## src/hdl/isi_pkg.sv

```systemverilog
// Package with register map, field positions and types for the two-wire slave
package isi_pkg;

  localparam logic [15:0] ADDR_RECEIVE_DATA      = 16'hf2a8;
  localparam logic [15:0] ADDR_OWN_SLAVE_ADDRESS = 16'hf2a9;
  localparam logic [15:0] ADDR_TRANSMIT_DATA     = 16'hf2aa;
  localparam logic [15:0] ADDR_TRANSFER_CONTROL  = 16'hf2ab;
  localparam logic [15:0] ADDR_MODE_CONFIG       = 16'hf2ac;
  localparam logic [15:0] ADDR_BUS_STATUS        = 16'hf2ad;

  // Byte addresses are printed offsets times four
  localparam int unsigned REG_INDEX_W = 16;
  localparam int unsigned APB_ADDR_W  = 18;

  localparam logic [7:0] RESET_BYTE = 8'h00;

  localparam int unsigned CTL_WAIT_RELEASE   = 5;
  localparam int unsigned CTL_ACK_OUT_VALUE  = 7;
  localparam int unsigned MOD_IFACE_ENABLE   = 0;
  localparam int unsigned MOD_STOP_IRQ_EN    = 5;
  localparam int unsigned MOD_START_IRQ_EN   = 6;
  localparam logic [7:0]  MOD_WRITE_MASK     = 8'h61;
  localparam logic [7:0]  CTL_STORE_MASK     = 8'h80;

  typedef enum logic [1:0] {
    ISI_IDLE,
    ISI_ADDR,
    ISI_DATA,
    ISI_HOLD
  } isi_phase_e;

  typedef struct packed {
    logic transmit_direction;
    logic address_matched;
    logic tx_mismatch_error;
    logic ack_received;
    logic bus_busy_flag;
  } isi_status_s;

  typedef struct packed {
    logic scl_in;
    logic sda_in;
  } isi_pins_s;
endpackage

```

## src/hdl/isi_slave.sv

```systemverilog
// Two-wire bus slave with APB register port
//
// Local design decision: the APB slave port.
`timescale 1ns/1ps
`default_nettype none
module isi_slave
  import isi_pkg::*;
(
  input  wire logic                  clock,
  input  wire logic                  sys_rst,
  input  wire logic [APB_ADDR_W-1:0] paddr,
  input  wire logic                  psel,
  input  wire logic                  penable,
  input  wire logic                  pwrite,
  input  wire logic [31:0]           pwdata,
  input  wire logic [3:0]            pstrb,
  output logic      [31:0]           prdata,
  output logic                       pready,
  output logic                       pslverr,
  input  wire logic                  scl_i,
  output logic                       scl_o,
  output logic                       scl_oe,
  input  wire logic                  sda_i,
  output logic                       sda_o,
  output logic                       sda_oe,
  output logic                       bus_irq
);

  // Register state
  logic [7:0]  receive_data;
  logic [7:0]  own_slave_address;
  logic [7:0]  transmit_data;
  logic [7:0]  transfer_control;
  logic [7:0]  mode_config;
  isi_status_s status;

  // Bus-side state
  isi_phase_e  phase;
  isi_phase_e  next_phase;
  logic [7:0]  shift;
  logic [3:0]  bit_cnt;
  logic        in_ack;
  logic        we_drive_ack;
  logic        tx_mode;
  logic        sda_drive_low;
  logic        muted;
  logic        holding;
  isi_pins_s   meta;
  isi_pins_s   sync;
  isi_pins_s   prev;

  // APB decode
  logic                   apb_access;
  logic                   wr_strobe;
  logic                   lane0;
  logic [REG_INDEX_W-1:0] reg_index;
  logic                   hit_rd;
  logic                   hit_sa;
  logic                   hit_td;
  logic                   hit_ctl;
  logic                   hit_mod;
  logic                   hit_stat;
  logic                   hit_any;
  logic                   wr_ctl;
  logic                   wr_mod;
  logic [7:0]             read_byte;
  logic                   enabled;

  assign apb_access = psel && penable;
  assign wr_strobe  = apb_access && pwrite;
  assign lane0      = pstrb[0];
  assign reg_index  = paddr[APB_ADDR_W-1:2];
  assign hit_rd     = (reg_index == ADDR_RECEIVE_DATA) && (paddr[1:0] == 2'b00);
  assign hit_sa     = (reg_index == ADDR_OWN_SLAVE_ADDRESS) && (paddr[1:0] == 2'b00);
  assign hit_td     = (reg_index == ADDR_TRANSMIT_DATA) && (paddr[1:0] == 2'b00);
  assign hit_ctl    = (reg_index == ADDR_TRANSFER_CONTROL) && (paddr[1:0] == 2'b00);
  assign hit_mod    = (reg_index == ADDR_MODE_CONFIG) && (paddr[1:0] == 2'b00);
  assign hit_stat   = (reg_index == ADDR_BUS_STATUS) && (paddr[1:0] == 2'b00);
  assign hit_any    = hit_rd || hit_sa || hit_td || hit_ctl || hit_mod || hit_stat;
  assign wr_ctl     = wr_strobe && hit_ctl && lane0;
  assign wr_mod     = wr_strobe && hit_mod && lane0;
  assign enabled    = mode_config[MOD_IFACE_ENABLE];

  always_comb begin
    if (hit_rd) begin
      read_byte = receive_data;
    end else if (hit_sa) begin
      read_byte = {own_slave_address[7:1], 1'b0};
    end else if (hit_td) begin
      read_byte = transmit_data;
    end else if (hit_ctl) begin
      read_byte = transfer_control & CTL_STORE_MASK; // wait release reads zero
    end else if (hit_mod) begin
      read_byte = mode_config;
    end else if (hit_stat) begin
      read_byte = {3'b000, status};
    end else begin
      read_byte = RESET_BYTE;
    end
  end

  // Zero-wait slave; unmapped addresses answer with an error
  assign pready  = 1'b1;
  assign pslverr = apb_access && !hit_any;

  always_ff @(posedge clock) begin
    if (sys_rst) begin
      prdata <= 32'h0000_0000;
    end else if (psel && !penable && !pwrite) begin
      prdata <= {24'h00_0000, read_byte};
    end
  end

  // Pin synchroniser: meta feeds only sync
  always_ff @(posedge clock) begin
    if (sys_rst) begin
      meta <= '1;
      sync <= '1;
      prev <= '1;
    end else begin
      meta <= '{scl_in: scl_i, sda_in: sda_i};
      sync <= meta;
      prev <= sync;
    end
  end

  logic scl_rise;
  logic scl_fall;
  logic start_det;
  logic stop_det;
  logic addr_hit;
  logic byte_done;
  logic ack_slot_fall;
  logic wait_release_req;
  logic bit_mismatch;

  assign scl_rise  = sync.scl_in && !prev.scl_in;
  assign scl_fall  = !sync.scl_in && prev.scl_in;
  assign start_det = enabled && sync.scl_in && prev.scl_in && prev.sda_in && !sync.sda_in;
  assign stop_det  = enabled && sync.scl_in && prev.scl_in && !prev.sda_in && sync.sda_in;
  assign byte_done = scl_rise && (bit_cnt == 4'd7) && !in_ack;
  // Address compare uses the 7 upper bits only
  assign addr_hit  = (phase == ISI_ADDR) && byte_done && ({shift[6:0]} == own_slave_address[7:1]);
  // Only the fall that ends the ack slot; the fall into it does not count
  assign ack_slot_fall    = scl_fall && in_ack && (bit_cnt == 4'd9);
  assign wait_release_req = wr_ctl && pwdata[CTL_WAIT_RELEASE];
  // Mismatch check on data bits driven by us only; the ack slot is not checked
  assign bit_mismatch = scl_rise && !in_ack && tx_mode && (phase == ISI_DATA) && !muted &&
                        (sync.sda_in != shift[7]);

  // Control registers
  always_ff @(posedge clock) begin
    if (sys_rst) begin
      own_slave_address <= RESET_BYTE;
      transmit_data     <= RESET_BYTE;
      transfer_control  <= RESET_BYTE;
      mode_config       <= RESET_BYTE;
    end else begin
      if (wr_mod) begin
        mode_config <= pwdata[7:0] & MOD_WRITE_MASK;
      end
      if (!enabled && !(wr_mod && pwdata[MOD_IFACE_ENABLE])) begin
        own_slave_address <= RESET_BYTE;
        transmit_data     <= RESET_BYTE;
        transfer_control  <= RESET_BYTE;
      end else begin
        if (wr_strobe && hit_sa && lane0) begin
          own_slave_address <= {pwdata[7:1], 1'b0};
        end
        if (wr_strobe && hit_td && lane0) begin
          transmit_data <= pwdata[7:0];
        end
        if (wr_ctl) begin
          transfer_control <= pwdata[7:0] & CTL_STORE_MASK;
        end
      end
    end
  end

  // Serial state machine
  always_comb begin
    next_phase = phase;
    case (phase)
      ISI_IDLE: begin
        next_phase = ISI_IDLE;
      end
      ISI_ADDR: begin
        if (byte_done && !addr_hit) begin
          next_phase = ISI_IDLE;
        end else if (ack_slot_fall) begin
          next_phase = ISI_HOLD;
        end
      end
      ISI_DATA: begin
        if (ack_slot_fall) begin
          next_phase = ISI_HOLD;
        end
      end
      ISI_HOLD: begin
        if (wait_release_req) begin
          next_phase = ISI_DATA;
        end
      end
      default: begin
        next_phase = ISI_IDLE;
      end
    endcase
    if (start_det) begin
      next_phase = ISI_ADDR;
    end else if (stop_det || !enabled) begin
      next_phase = ISI_IDLE;
    end
  end

  always_ff @(posedge clock) begin
    if (sys_rst || !enabled) begin
      phase         <= ISI_IDLE;
      shift         <= RESET_BYTE;
      bit_cnt       <= 4'd0;
      in_ack        <= 1'b0;
      we_drive_ack  <= 1'b0;
      tx_mode       <= 1'b0;
      sda_drive_low <= 1'b0;
      muted         <= 1'b0;
      receive_data  <= RESET_BYTE;
      status        <= '0;
    end else begin
      phase <= next_phase;
      if (wr_ctl) begin
        status.tx_mismatch_error <= 1'b0;
      end
      if (bit_mismatch) begin
        status.tx_mismatch_error <= 1'b1; // set wins over clear
        muted                    <= 1'b1;
        sda_drive_low            <= 1'b0;
      end
      if (start_det) begin
        status.bus_busy_flag      <= 1'b1;
        status.transmit_direction <= 1'b0;
        bit_cnt       <= 4'd0;
        in_ack        <= 1'b0;
        tx_mode       <= 1'b0;
        sda_drive_low <= 1'b0;
        muted         <= 1'b0;
      end else if (stop_det) begin
        status.bus_busy_flag      <= 1'b0;
        status.transmit_direction <= 1'b0;
        in_ack        <= 1'b0;
        sda_drive_low <= 1'b0;
        muted         <= 1'b0;
      end else if (phase == ISI_ADDR || phase == ISI_DATA) begin
        if (scl_rise && !in_ack) begin
          shift <= {shift[6:0], sync.sda_in};
          if (bit_cnt == 4'd7) begin
            in_ack <= 1'b1;
            // Captured on own transmissions too
            receive_data <= {shift[6:0], sync.sda_in};
          end
          bit_cnt <= bit_cnt + 4'd1;
        end else if (scl_rise && in_ack) begin
          status.ack_received <= sync.sda_in;
        end
        if (addr_hit) begin
          status.address_matched    <= 1'b1;
          status.transmit_direction <= sync.sda_in;
          tx_mode                   <= sync.sda_in;
        end
        if (scl_fall) begin
          if (byte_done || (bit_cnt == 4'd8 && !in_ack)) begin
            sda_drive_low <= 1'b0;
          end else if (in_ack && bit_cnt == 4'd8) begin
            // Falling edge into the ack slot
            bit_cnt <= 4'd9;
            we_drive_ack <= !tx_mode || (phase == ISI_ADDR);
            sda_drive_low <= (phase == ISI_ADDR) ||
                             (!tx_mode && !transfer_control[CTL_ACK_OUT_VALUE] && !muted);
          end else if (in_ack) begin
            // End of ack slot: release and mute ends with the byte
            in_ack        <= 1'b0;
            bit_cnt       <= 4'd0;
            sda_drive_low <= 1'b0;
            muted         <= 1'b0;
          end else if (tx_mode && phase == ISI_DATA) begin
            sda_drive_low <= !muted && !shift[7];
          end
        end
      end
      if (phase == ISI_HOLD && wait_release_req && tx_mode) begin
        // Load next byte and present its MSB while clock is still low
        shift         <= transmit_data;
        sda_drive_low <= !transmit_data[7];
        muted         <= 1'b0;
      end
    end
  end

  // Hold clock low in the waiting state
  assign holding = (phase == ISI_HOLD);
  assign scl_o   = 1'b0;
  assign scl_oe  = holding;
  assign sda_o   = 1'b0;
  assign sda_oe  = sda_drive_low;

  // Interrupt pulse on entering wait, start or stop
  always_ff @(posedge clock) begin
    if (sys_rst || !enabled) begin
      bus_irq <= 1'b0;
    end else begin
      bus_irq <= (phase != ISI_HOLD && next_phase == ISI_HOLD) ||
                 (start_det && mode_config[MOD_START_IRQ_EN]) ||
                 (stop_det && mode_config[MOD_STOP_IRQ_EN]);
    end
  end

endmodule
`default_nettype wire

```

## config.mk

```make
export PLATFORM = sky130hd
export DESIGN_NAME = isi_slave
export DESIGN_NICKNAME = d
export VERILOG_FILES = /design/src/hdl/isi_pkg.sv /design/src/hdl/isi_slave.sv
export SDC_FILE = /design/constraint.sdc
export NUM_CORES = 1
export LEC_CHECK = 0
export ABC_AREA = 1
export BUFFER_PORTS_ARGS = -buffer_cell sky130_fd_sc_hd__buf_2
export CELL_PAD_IN_SITES_DETAIL_PLACEMENT = 1
export CELL_PAD_IN_SITES_GLOBAL_PLACEMENT = 1
export CORE_MARGIN = 2
export CORE_UTILIZATION = 41
export CTS_BUF_LIST = sky130_fd_sc_hd__clkbuf_4
export CTS_CLUSTER_SIZE = 40
export DETAILED_ROUTE_END_ITERATION = 12
export PLACE_DENSITY_LB_ADDON = 0.3
export SYNTH_ARGS = -nofsm -noshare
export SYNTH_HDL_FRONTEND = slang
export SYNTH_SLANG_ARGS = --single-unit
```

## constraint.sdc

```tcl
create_clock -name clock -period 3.6 [get_ports clock]
set_input_delay 0.72 -clock clock [delete_from_list [all_inputs] [get_ports clock]]
set_output_delay 0.72 -clock clock [all_outputs]
set_load 0.1 [all_outputs]
```

* After elaboration in Yosys (flattened, before gate mapping) *
Index checks and enable logic that the tools add are counted.

operators by class
  add/sub/neg operators = 1
  shifts and indexed selects = 0
  bitwise logic cells = 3
  reduce and logical (&&, ||, !) cells = 99
  muxes and demuxes = 48
  divide/modulo/power cells = 0
  order comparisons = 0
  equal/unequal tests = 18
  multiply operators = 0

operators with widths
  kind                                                    number
  == test 16 bit (second input constant)                  6
  two-way mux 8 bit                                       9
  logical AND 1 bit                                       54
  two-way mux 1 bit                                       26
  two-way mux 4 bit                                       5
  zero test 1 bit                                         16
  logical OR 1 bit                                        12
  two-way mux 2 bit                                       5
  AND reduction 5 bit                                     2
  == test 4 bit (second input constant)                   2
  one-hot mux 2 bit (4 select lines)                      1
  AND reduction 4 bit                                     2
  nonzero test 2 bit                                      4
  == test 7 bit                                           1
  two-way mux 7 bit                                       1
  == test 2 bit (second input constant)                   3
  two-way mux 5 bit                                       1
  adder 4 x 1 -> 4 bit (second input constant)            1
  == test 4 x 3 -> 1 bit (second input constant)          1
  zero test 2 bit                                         2
  inequality test 2 x 1 -> 1 bit (second input constant)  2
  AND reduction 2 bit                                     2
  OR reduction 2 bit                                      2
  OR reduction 4 bit                                      1
  other kinds (6)                                         8

storage, ports and cells
  memory bits (read-only) = 0
  memories kept = 0
  bits in latches = 0
  logic and storage cells = 194
  RAM bits = 0
  input port bits = 61
  register bits = 65

* Logic depth before layout (Yosys ltp) *
Gate-level depths: netlist of the first run.

  depth after elaboration = 17
  gate-level depth with buffers = 13
  mapped depth without buffers = 12

* Worst setup path before layout of the first run *
No wires, ideal clock.

  path kind = input to output
  start point = input paddr[13]
  end point = output pslverr
  slack = -1339 ps
  data arrival time = 4219 ps
  path buffers = 1
  data required time = 2880 ps
  cell stages on the path = 9
  cell sequence = inv_1 -> nand2_1 -> nor2_1 -> nand2_1 -> inv_1 -> buf_4 -> nand2_1 -> nor2_2 -> nor4_1

between the ends
  longest elaborated chain between the ends = 9
  elaborated cells on any way between the ends = 19
  classes of those cells = 6 x eq/ne; 13 x reduce/logical

ends and longest elaborated chain
  what                                  line                              RTL
  from (decl)                           isi_slave.sv:11                   input wire logic [APB_ADDR_W-1:0] paddr,
  == test 16 bit (on tied branches)     isi_slave.sv:73, isi_slave.sv:74
  logical AND 1 bit (on tied branches)  isi_slave.sv:73, isi_slave.sv:74
  logical OR 1 bit (4 in series)        isi_slave.sv:79                   assign hit_any = hit_rd || hit_sa || hit_td || hit_ctl || hit_mod || hit_stat;
  logical OR 1 bit (*)                  isi_slave.sv:79
  zero test 1 bit (*)                   isi_slave.sv:104                  assign pslverr = apb_access && !hit_any;
  logical AND 1 bit (*)                 isi_slave.sv:104
  to (decl)                             isi_slave.sv:19                   output logic pslverr,

Mark *: on every way between the ends. The rest lies on a longest branch, timed or not.

* Final worst setup path of the first run *
  start point = input paddr[12]
  end point = output pslverr

The elaborated chain is that of the path after synthesis.

==> results of run 1 <==
==> area by class of cell <==
type	count	area (µm²)
clock buffers	9	67.6
well taps	111	139
multi-input cells	411	2000
inverters	91	342
flip-flops and latches	65	1300
repair buffers	45	225
fillers	1259	4950
clock inverters	7	77.6
==> critical path, cell delays in order <==
cell	delay [ns]
buf_2	0.08
inv_1	0.03
nand2_1	0.05
nor2_1	0.04
nand2_1	0.12
inv_1	0.22
nand3_1	0.23
inv_1	0.14
nor4_4	0.21
buf_2	0.46
==> power by group <==
part,switching (W),internal [W],leakage (nW)
clock,0.000315,0.000219,0.0822
sequential,0.00000232,0.000723,0.525
combinational,0.000172,0.0000233,1.30
==> cells in the mapped netlist, types with 2 or more instances <==
library cell	number	area, µm²
a21oi_1	21	105
nor2_2	4	25.0
dfxtp_1	65	1300
buf_6	2	22.5
o22ai_1	2	12.5
nand4_2	2	25.0
ha_1	9	113
conb_1	2	7.51
nand2_1	141	529
buf_2	2	10.0
o21ai_0	36	180
clkbuf_1	5	18.8
or2_2	5	31.3
nand2_2	2	12.5
a211oi_1	9	67.6
nand3_1	25	125
nand3_2	2	20.0
o211ai_1	4	30.0
nor3_1	9	45.0
o21ai_1	2	10.0
buf_4	29	218
nor4_1	2	12.5
nand4_1	18	113
nor2_1	76	285
nor2_4	5	56.3
inv_1	89	334
==> logic make-up (layout without fill, tap and decap cells) <==
family	Yosys count	count (layout)	synth area share, %
AO/OA/AOI/OAI	82	82	12.5
XOR/XNOR	1	1	0.230
adder cells (fa/ha/maj)	9	9	2.96
buffers and inverters	129	152	16.0
flip-flops	65	65	34.2
other	2	27	0.197
AND/OR/NAND/NOR	292	292	33.9
==> state kept, by name (all words and copies together), names as in the netlist, 3 cells and up <==
name and flops:
status 5, own_slave_address 7, mode_config 3, shift 8
receive_data 8, prdata 8, bit_cnt 4, transmit_data 8
==> worst max-delay path by stage <==
stage / from / end / slack [ns] / depth (start not counted)
finish: paddr[12] / pslverr / 0.58 / 10
global route: paddr[12] / pslverr / 0.37 / 10
CTS: paddr[12] / pslverr / 0.57 / 10
detailed placement: paddr[12] / pslverr / 0.57 / 10
global placement: paddr[13] / pslverr / 0.61 / 10
floorplan: paddr[13] / pslverr / 0.47 / 9
==> through the flow <==
stage	power, W	hold slack [ns]
after floorplan	0.000925	0.389
after global placement	0.000934	0.402
after detailed placement	0.000936	0.402
after CTS	0.00146	0.441
after global routing	0.00151	0.442
final	0.00145	0.436
==> layer usage <==
layer,vias up,share of wire (%),routed length [µm],track usage (%)
li1,1877,-,-,-
met1,1731,46,5220,30.3
met2,102,47,5250,39.2
met3,12,5.3,599,3.34
met4,0,1.5,164,8.01
met5,-,0,0,0
==> results.tsv, run 1 <==
stage	metric	value	unit
clock_tree	cts.sinks	65	
global_route	grt_usage	23.2	%
timing	tightest_slew	0.844	ns
timing	period_minus_slack	3.02	ns
global_route	antenna_found_initial	0	
yosys	ys_ff_latch	65	
layout	finish.utilization	45.6	%
status	outcome	finished clean	
clock_tree	clkLatencyLatePin	0.44	ns
worst_setup_path	reg2reg_depth	8	
place	placed_cell_area	0.00401	mm²
die	rows	35	
layout	drive_above_1_share	13.7	%
power	vdd_drop_max	148	µV
worst_setup_path	path_max_fanout	15	
die	die_h	100	µm
layout	syn_to_final_growth	9.17	%
clock_tree	post_cts_buffers	0	
global_route	grt_pass1_vias	3755	
layout	final_common_cell	nand2_1	
power	leakage	1.91	nW
die	die_x	100	µm
clock_tree	path_clk_slew	0.13	ns
timing	finalWorstSetupSlack	0.578	ns
route	routed_wl	11.2	mm
clock_tree	cts_root_buf	clkbuf_4	
layout	nets	693	
worst_setup_path	end_kind	primary output	
timing	rsz0062_at_grt	no	
die	core-area	0.00911	mm²
timing	timing.final.crit_share	84.0	%
clock_tree	hold_buffers	0	
layout	antenna_cells	0	
timing	skew	0.0238	ns
route	avgViaCountPerCell	5.04	
die	ios	100	
timing	fin_setup_tns	0	ns
min_path	hp-class	reg -> reg	
die	initial_core_util	41.8	%
route	ant_nets	0	
yosys	yosysWarnings	0	
worst_setup_path	critPathKind	in -> out	
yosys	seq_area_frac_synth	34.2	%
timing	max_slew_margin	43.7	%
timing	hold_viol_final	0	
min_path	min_to	sync[0]	
global_route	grt_overflow	0	
yosys	synth_ff_type	dfxtp_1	
power	powerDensity	350	mW/mm²
yosys	synth-edff-count	0	
clock_tree	h-tree-depth	3	
timing	finalSetupViolations	0	
run	cap_violations	0	
place	place.gp.congestion	0.897	
clock_tree	cts_tree	built	
place	portBuffers	45	
route	wl_per_cell	15.2	µm
yosys	syn_area_per_cell	6.56	µm²
route	drt-initial-drc-count	155	
timing	max_freq	331	MHz
yosys	netlist_instances	580	
yosys	yosysUniqueCellTypes	38	
die	die_area	0.0101	mm²
global_route	grt_max_degree	23	
clock_tree	ctsResizeCount	0	
route	drc_errors	0	
worst_setup_path	required	2.88	ns
layout	instances_no_fill	739	
min_path	hold_path_depth	1	
worst_setup_path	reg2reg_to	receive_data[6]	
yosys	syn-cell-area	0.00381	mm²
place	pre_cts_ws	0.570	ns
route	num_vias	3722	
place	dp_cells	723	
worst_setup_path	critPathArrivalTime	2.30	ns
route	drtPass1Iterations	4	
worst_setup_path	r2r_start	phase[0]	
global_route	grt_pass1_wl	18.3	mm
worst_setup_path	start_kind	input port	
worst_setup_path	r2r_slack	1.33	ns
layout	finish.instance_area	0.00416	mm²
layout	final_cell_mix	141 x nand2_1, 89 x inv_1, 76 x nor2_1	
timing	slew_violations	0	
yosys	synthArstFlopShare	0	%
clock_tree	cts_max_path_buffers	2	
min_path	worstHoldStart	meta[0]	
clock_tree	cts_buffers	9	
place	dp_hpwl	8.74	mm
Power figures use the tool's default switching activity.
==> inputs of run 2 (changes only) <==
--- a/config.mk
+++ b/config.mk
@@ -10,7 +10,7 @@
 export CELL_PAD_IN_SITES_DETAIL_PLACEMENT = 1
 export CELL_PAD_IN_SITES_GLOBAL_PLACEMENT = 1
 export CORE_MARGIN = 2
-export CORE_UTILIZATION = 41
+export CORE_UTILIZATION = 38
 export CTS_BUF_LIST = sky130_fd_sc_hd__clkbuf_4
 export CTS_CLUSTER_SIZE = 40
 export DETAILED_ROUTE_END_ITERATION = 12
==> constraint.sdc (replaced) <==
create_clock -name clock -period 2.8 [get_ports clock]
set_input_delay 0.56 -clock clock [delete_from_list [all_inputs] [get_ports clock]]
set_output_delay 0.56 -clock clock [all_outputs]
set_load 0.1 [all_outputs]
==> results.tsv, run 2 (synthesis gave the netlist of run 1 again) <==
stage	metric	value	unit	change
power	internal_power	0.00124	W	+28%
min_path	min_to	meta[1]		
global_route	grt_overflow	0		unchanged
clock_tree	ctsResizeCount	0		unchanged
layout	antenna_cells	0		unchanged
timing	rsz0062_at_grt	no		
clock_tree	cts_tree	built		
route	met1Wirelength	5.12	mm	-1.8%
worst_setup_path	r2r_start	phase[0]		
layout	syn_to_final_growth	11.3	%	
min_path	hold_path_depth	2		+1
worst_setup_path	reg2reg_depth	8		unchanged
power	power.total	0.00183	W	+26%
power	power_frac_seq	50.9	%	+1.0 points
global_route	grt_usage	21.3	%	-1.9 points
timing	period_minus_slack	2.42	ns	
worst_setup_path	required	2.24	ns	-0.64 ns
clock_tree	cts_max_path_buffers	2		unchanged
route	avgViaCountPerCell	4.92		-2.3%
global_route	antenna_found_initial	0		unchanged
route	highest_layer	met4		
power	power_switching	0.000594	W	+21%
worst_setup_path	critPathArrivalTime	1.86	ns	-0.44 ns
place	dp_hpwl	8.77	mm	+0.36%
clock_tree	post_cts_buffers	0		unchanged
timing	max_freq	413	MHz	
worst_setup_path	reg2reg_to	receive_data[5]		
timing	finalSetupViolations	0		unchanged
worst_setup_path	start_kind	input port		
worst_setup_path	worst_path_max_delay_cell	nor2_2		
timing	skew	0.0149	ns	-0.00891 ns
die	die_h	104	µm	+3.7%
worst_setup_path	r2r_slack	0.57	ns	-0.76 ns
status	outcome	finished clean		
clock_tree	clkLatencyLatePin	0.43	ns	about the same
power	switching_share	32.4	%	-1.2 points
route	drt-initial-drc-count	137		-12%
timing	hold_viol_final	0		unchanged
worst_setup_path	crit_chain	buf_2 -> nor2_1 -> nand3_2 -> nor2_2 -> nand3_1 -> inv_1 -> nor4_4 -> buf_12		
route	drtPass1Iterations	4		unchanged
power	p_comb_share	14.0	%	+0.6 points
layout	final_cell_mix	141 x nand2_1, 88 x inv_1, 76 x nor2_1		
die	rows	36		+2.9%
layout	drive_above_1_share	14.8	%	+1.1 points
power	leakage	1.93	nW	+1.1%
route	routed_wl	11.2	mm	-0.57%
min_path	hp-class	in -> reg		
clock_tree	cts.sinks	65		unchanged
worst_setup_path	end_kind	primary output		
route	num_vias	3776		+1.5%
timing	timing.final.crit_share	86.4	%	
global_route	grt_pass1_wl	18.2	mm	-0.15%
clock_tree	cts_buffers	9		unchanged
timing	fin_setup_tns	0	ns	unchanged
worst_setup_path	cpPeakStageDelay	0.26	ns	-0.20 ns
route	wl_met3	592	µm	-1.2%
min_path	worstHoldStart	scl_i		
clock_tree	cts_root_buf	clkbuf_4		
clock_tree	h-tree-depth	3		unchanged
power	powerDensity	432	mW/mm²	+24%
die	die_x	104	µm	+3.7%
run	cap_violations	0		unchanged
die	ios	100		unchanged
die	die_area	0.0108	mm²	+7.6%
worst_setup_path	critPathKind	in -> out		
route	ant_nets	0		unchanged
clock_tree	hold_buffers	0		unchanged
power	pwr-share-clk	35.1	%	-1.6 points
die	initial_core_util	39.1	%	-2.7 points
timing	slew_violations	0		unchanged
place	place.gp.congestion	0.892		-0.64%
global_route	grt_max_degree	22		-4.3%
route	drc_errors	0		unchanged
worst_setup_path	path_max_fanout	6		-9
route	wl_per_cell	14.6	µm	-4.2%
power	vdd_drop_max	159	µV	+7.4%
route	wl_met2	5.30	mm	+0.88%
global_route	grt_pass1_vias	3657		-2.6%
clock_tree	path_clk_slew	0.11	ns	-0.02 ns
place	portBuffers	45		unchanged
layout	final_common_cell	nand2_1		
layout	nets	699		+0.87%
die	core-area	0.00973	mm²	+6.8%
[run 2: final cells by class]
cell class                 count  area, µm²
sequential                    65       1300
inverter                      91        343
clock inverter                 6       58.8
multi-input combinational    411       2010
fill                        1364       5490
timing repair buffer          51        285
clock buffer                  10       75.1
tap                          133        166
[run 2: per-stage QoR]
stage	util, %	std cells	area, µm²	hold WS [ns]	worst slack, ns
detailed placement	42.2	751	4110	0.397	0.328
global placement	42.2	751	4110	0.403	0.378
finish	43.6	767	4240	0.308	0.379
floorplan	-	605	3930	0.389	0.0162
CTS	43.6	767	4240	0.279	0.360
global route	43.6	767	4240	0.305	0.239
[run 2: how the worst max path moves through the flow]
| stage | from | end | slack, ns |
|---|---|---|---|
| 2_1_floorplan | paddr[13] | pslverr | 0.02 |
| 3_3_place_gp | paddr[0] | shift[5] | 0.38 |
| 3_5_place_dp | paddr[4] | shift[1] | 0.33 |
| 5_1_grt | paddr[6] | pslverr | 0.24 |
| 6_report | paddr[6] | pslverr | 0.38 |
| 4_1_cts | paddr[17] | pslverr | 0.36 |
[run 2: power by group through the flow]
stage	clock [W]	sequential, W	combinational [W]
after floorplan	0	0.000962	0.000227
after global placement	0	0.000953	0.000252
after detailed placement	0	0.000953	0.000255
after CTS	0.000663	0.000932	0.000256
after global routing	0.000703	0.000933	0.000267
final	0.000644	0.000932	0.000256
[run 2: critical path: cells and delay by family]
family | cells | cell delay [ns]
and+or+nand+nor | 5 | 0.81
buffers and inverters | 3 | 0.48
[run 2: routing by layer]
layer  global-route usage [%]  vias to the layer above
li1                         -                     1885
met1                     27.0                     1774
met2                     36.6                      103
met3                     3.01                       14
met4                     8.30                        0
met5                        0                        -
==> inputs of run 3 (changes only) <==
--- a/config.mk
+++ b/config.mk
@@ -15,6 +15,7 @@
 export CTS_CLUSTER_SIZE = 40
 export DETAILED_ROUTE_END_ITERATION = 12
 export PLACE_DENSITY_LB_ADDON = 0.3
+export RECOVER_POWER = 100
 export SYNTH_ARGS = -nofsm -noshare
 export SYNTH_HDL_FRONTEND = slang
 export SYNTH_SLANG_ARGS = --single-unit
==> results.tsv, run 3 (synthesis gave the netlist of run 1 again) <==
stage	metric	value	unit	change
power	leakage	1.86	nW	-3.7%
worst_setup_path	start_kind	input port		
timing	finalWorstSetupSlack	0.311	ns	-0.0681 ns
timing	timing.final.crit_share	88.9	%	+2.4 points
clock_tree	cts_buffers	9		unchanged
clock_tree	h-tree-depth	3		unchanged
power	power_switching	0.000592	W	-0.30%
power	switching_share	32.4	%	-0.037 points
clock_tree	cts.sinks	65		unchanged
place	portBuffers	45		unchanged
layout	finish.instance_area	0.00418	mm²	-1.5%
die	rows	36		unchanged
timing	period_minus_slack	2.49	ns	+0.0681 ns
clock_tree	cts_root_buf	clkbuf_4		
min_path	worstHoldStart	scl_i		
power	powerDensity	438	mW/mm²	+1.3%
power	vdd_drop_max	159	µV	unchanged
place	pre_cts_ws	0.328	ns	unchanged
route	met1Wirelength	5.18	mm	+1.1%
worst_setup_path	critPathArrivalTime	2.80	ns	+0.94 ns
clock_tree	path_clk_slew	0.12	ns	about the same
clock_tree	cts_tree	built		
clock_tree	post_cts_buffers	0		unchanged
layout	antenna_cells	0		unchanged
timing	max_slew_margin	22.2	%	
timing	max_freq	402	MHz	-2.7%
die	die_x	104	µm	unchanged
die	die_h	104	µm	unchanged
route	routed_wl	11.2	mm	+0.63%
worst_setup_path	r2r_slack	0.38	ns	-0.19 ns
route	ant_nets	0		unchanged
timing	skew	0.0145	ns	-0.000487 ns
route	highest_layer	met4		
power	p_comb_share	13.9	%	about the same
place	dp_cells	751		unchanged
place	place.gp.congestion	0.892		unchanged
global_route	grt_overflow	0		unchanged
die	ios	100		unchanged
layout	final_common_cell	nand2_1		
route	wl_met2	5.35	mm	+1.1%
layout	instances_no_fill	767		unchanged
global_route	antenna_found_initial	0		unchanged
route	num_vias	3757		-0.50%
timing	fin_setup_tns	0	ns	unchanged
min_path	hold_path_depth	2		unchanged
worst_setup_path	critPathKind	in -> reg		
route	drtPass1Iterations	4		unchanged
worst_setup_path	critical_path.startpoint	paddr[4]		
global_route	grt_max_degree	22		unchanged
timing	slew_violations	0		unchanged
clock_tree	ctsResizeCount	0		unchanged
min_path	hp-class	in -> reg		
worst_setup_path	end_kind	flip-flop		
layout	nets	699		unchanged
worst_setup_path	r2r_start	phase[0]		
place	dp_hpwl	8.77	mm	unchanged
layout	syn_to_final_growth	9.66	%	
route	drt-initial-drc-count	183		+34%
die	core-area	0.00973	mm²	unchanged
power	pwr-share-clk	35.1	%	about the same
power	internal_power	0.00124	W	-0.13%
die	die_area	0.0108	mm²	unchanged
worst_setup_path	required	3.11	ns	+0.87 ns
route	wl_met3	545	µm	-7.9%
layout	final_cell_mix	143 x nand2_1, 89 x inv_1, 78 x nor2_1		
timing	whs	0.310	ns	+0.00202 ns
worst_setup_path	reg2reg_depth	8		unchanged
route	wl_per_cell	14.7	µm	+0.63%
timing	tightest_slew	1.17	ns	
status	outcome	finished clean		
timing	hold_viol_final	0		unchanged
power	power_frac_seq	51.0	%	about the same
die	initial_core_util	39.1	%	unchanged
clock_tree	cts_max_path_buffers	2		unchanged
global_route	grt_pass1_wl	18.2	mm	unchanged
global_route	grt_usage	21.3	%	unchanged
worst_setup_path	path_max_fanout	12		+6
clock_tree	clkLatencyLatePin	0.43	ns	about the same
layout	drive_above_1_share	11.2	%	-3.6 points
timing	rsz0062_at_grt	no		
place	placed_cell_area	0.00411	mm²	unchanged
run	cap_violations	0		unchanged
timing	finalSetupViolations	0		unchanged
global_route	grt_pass1_vias	3657		unchanged
clock_tree	hold_buffers	0		unchanged
route	drc_errors	0		unchanged
route	avgViaCountPerCell	4.90		-0.50%
## run 3: changes by cell type in the layout (fill, tap and decap cells not counted), moves of 2 or more
| cell | before | now |
|---|---|---|
| clkbuf_1 | 0 | 15 |
| buf_2 | 44 | 30 |
| buf_4 | 6 | 4 |
| nand2_1 | 141 | 143 |
| nor2_1 | 76 | 78 |
| nor2_4 | 5 | 3 |
## run 3: worst max-delay path, cell delays in order
cell and delay, ns:
buf_2 0.11, inv_1 0.07, nand2_2 0.08, nor2_1 0.11, nand2_1 0.09, nor2_4 0.18, nand4_2 0.17, nor2_1 0.44
nand2_1 0.45, nand2_1 0.31, nor2_1 0.07, nor2_1 0.11, nor2_1 0.05
## run 3: power by group through the flow
stage	Combinational, W	Clock, W	Sequential, W
2_1_floorplan	0.000227	0	0.000962
3_3_place_gp	0.000252	0	0.000953
3_5_place_dp	0.000255	0	0.000953
4_1_cts	0.000256	0.000663	0.000932
5_1_grt	0.000265	0.000703	0.000934
6_report	0.000254	0.000643	0.000932
## run 3: through the flow
| stage | util [%] | total power (W) |
|---|---|---|
| after global placement | 42.2 | 0.00120 |
| after floorplan | - | 0.00119 |
| final | 42.9 | 0.00183 |
| after detailed placement | 42.2 | 0.00121 |
| after CTS | 43.6 | 0.00185 |
| after global routing | 42.9 | 0.00190 |
## run 3: worst paths after layout
| path | end |
|---|---|
| max | shift[1] |
| min | meta[1] |
| max reg2reg | receive_data[5] |
| min reg2reg | sync[1] |
## run 3: area by class of cell
type,instances,area (µm²)
fillers,1374,5550
multi-input cells,411,1970
flip-flops and latches,65,1300
inverters,91,343
repair buffers,51,262
well taps,133,166
clock buffers,10,75.1
clock inverters,6,58.8
## run 3: layer usage
metal  track usage, %  vias to the layer above
li1                 -                     1886
met1             27.0                     1766
met2             36.6                       94
met3             3.01                       11
met4             8.30                        0
met5                0                        -
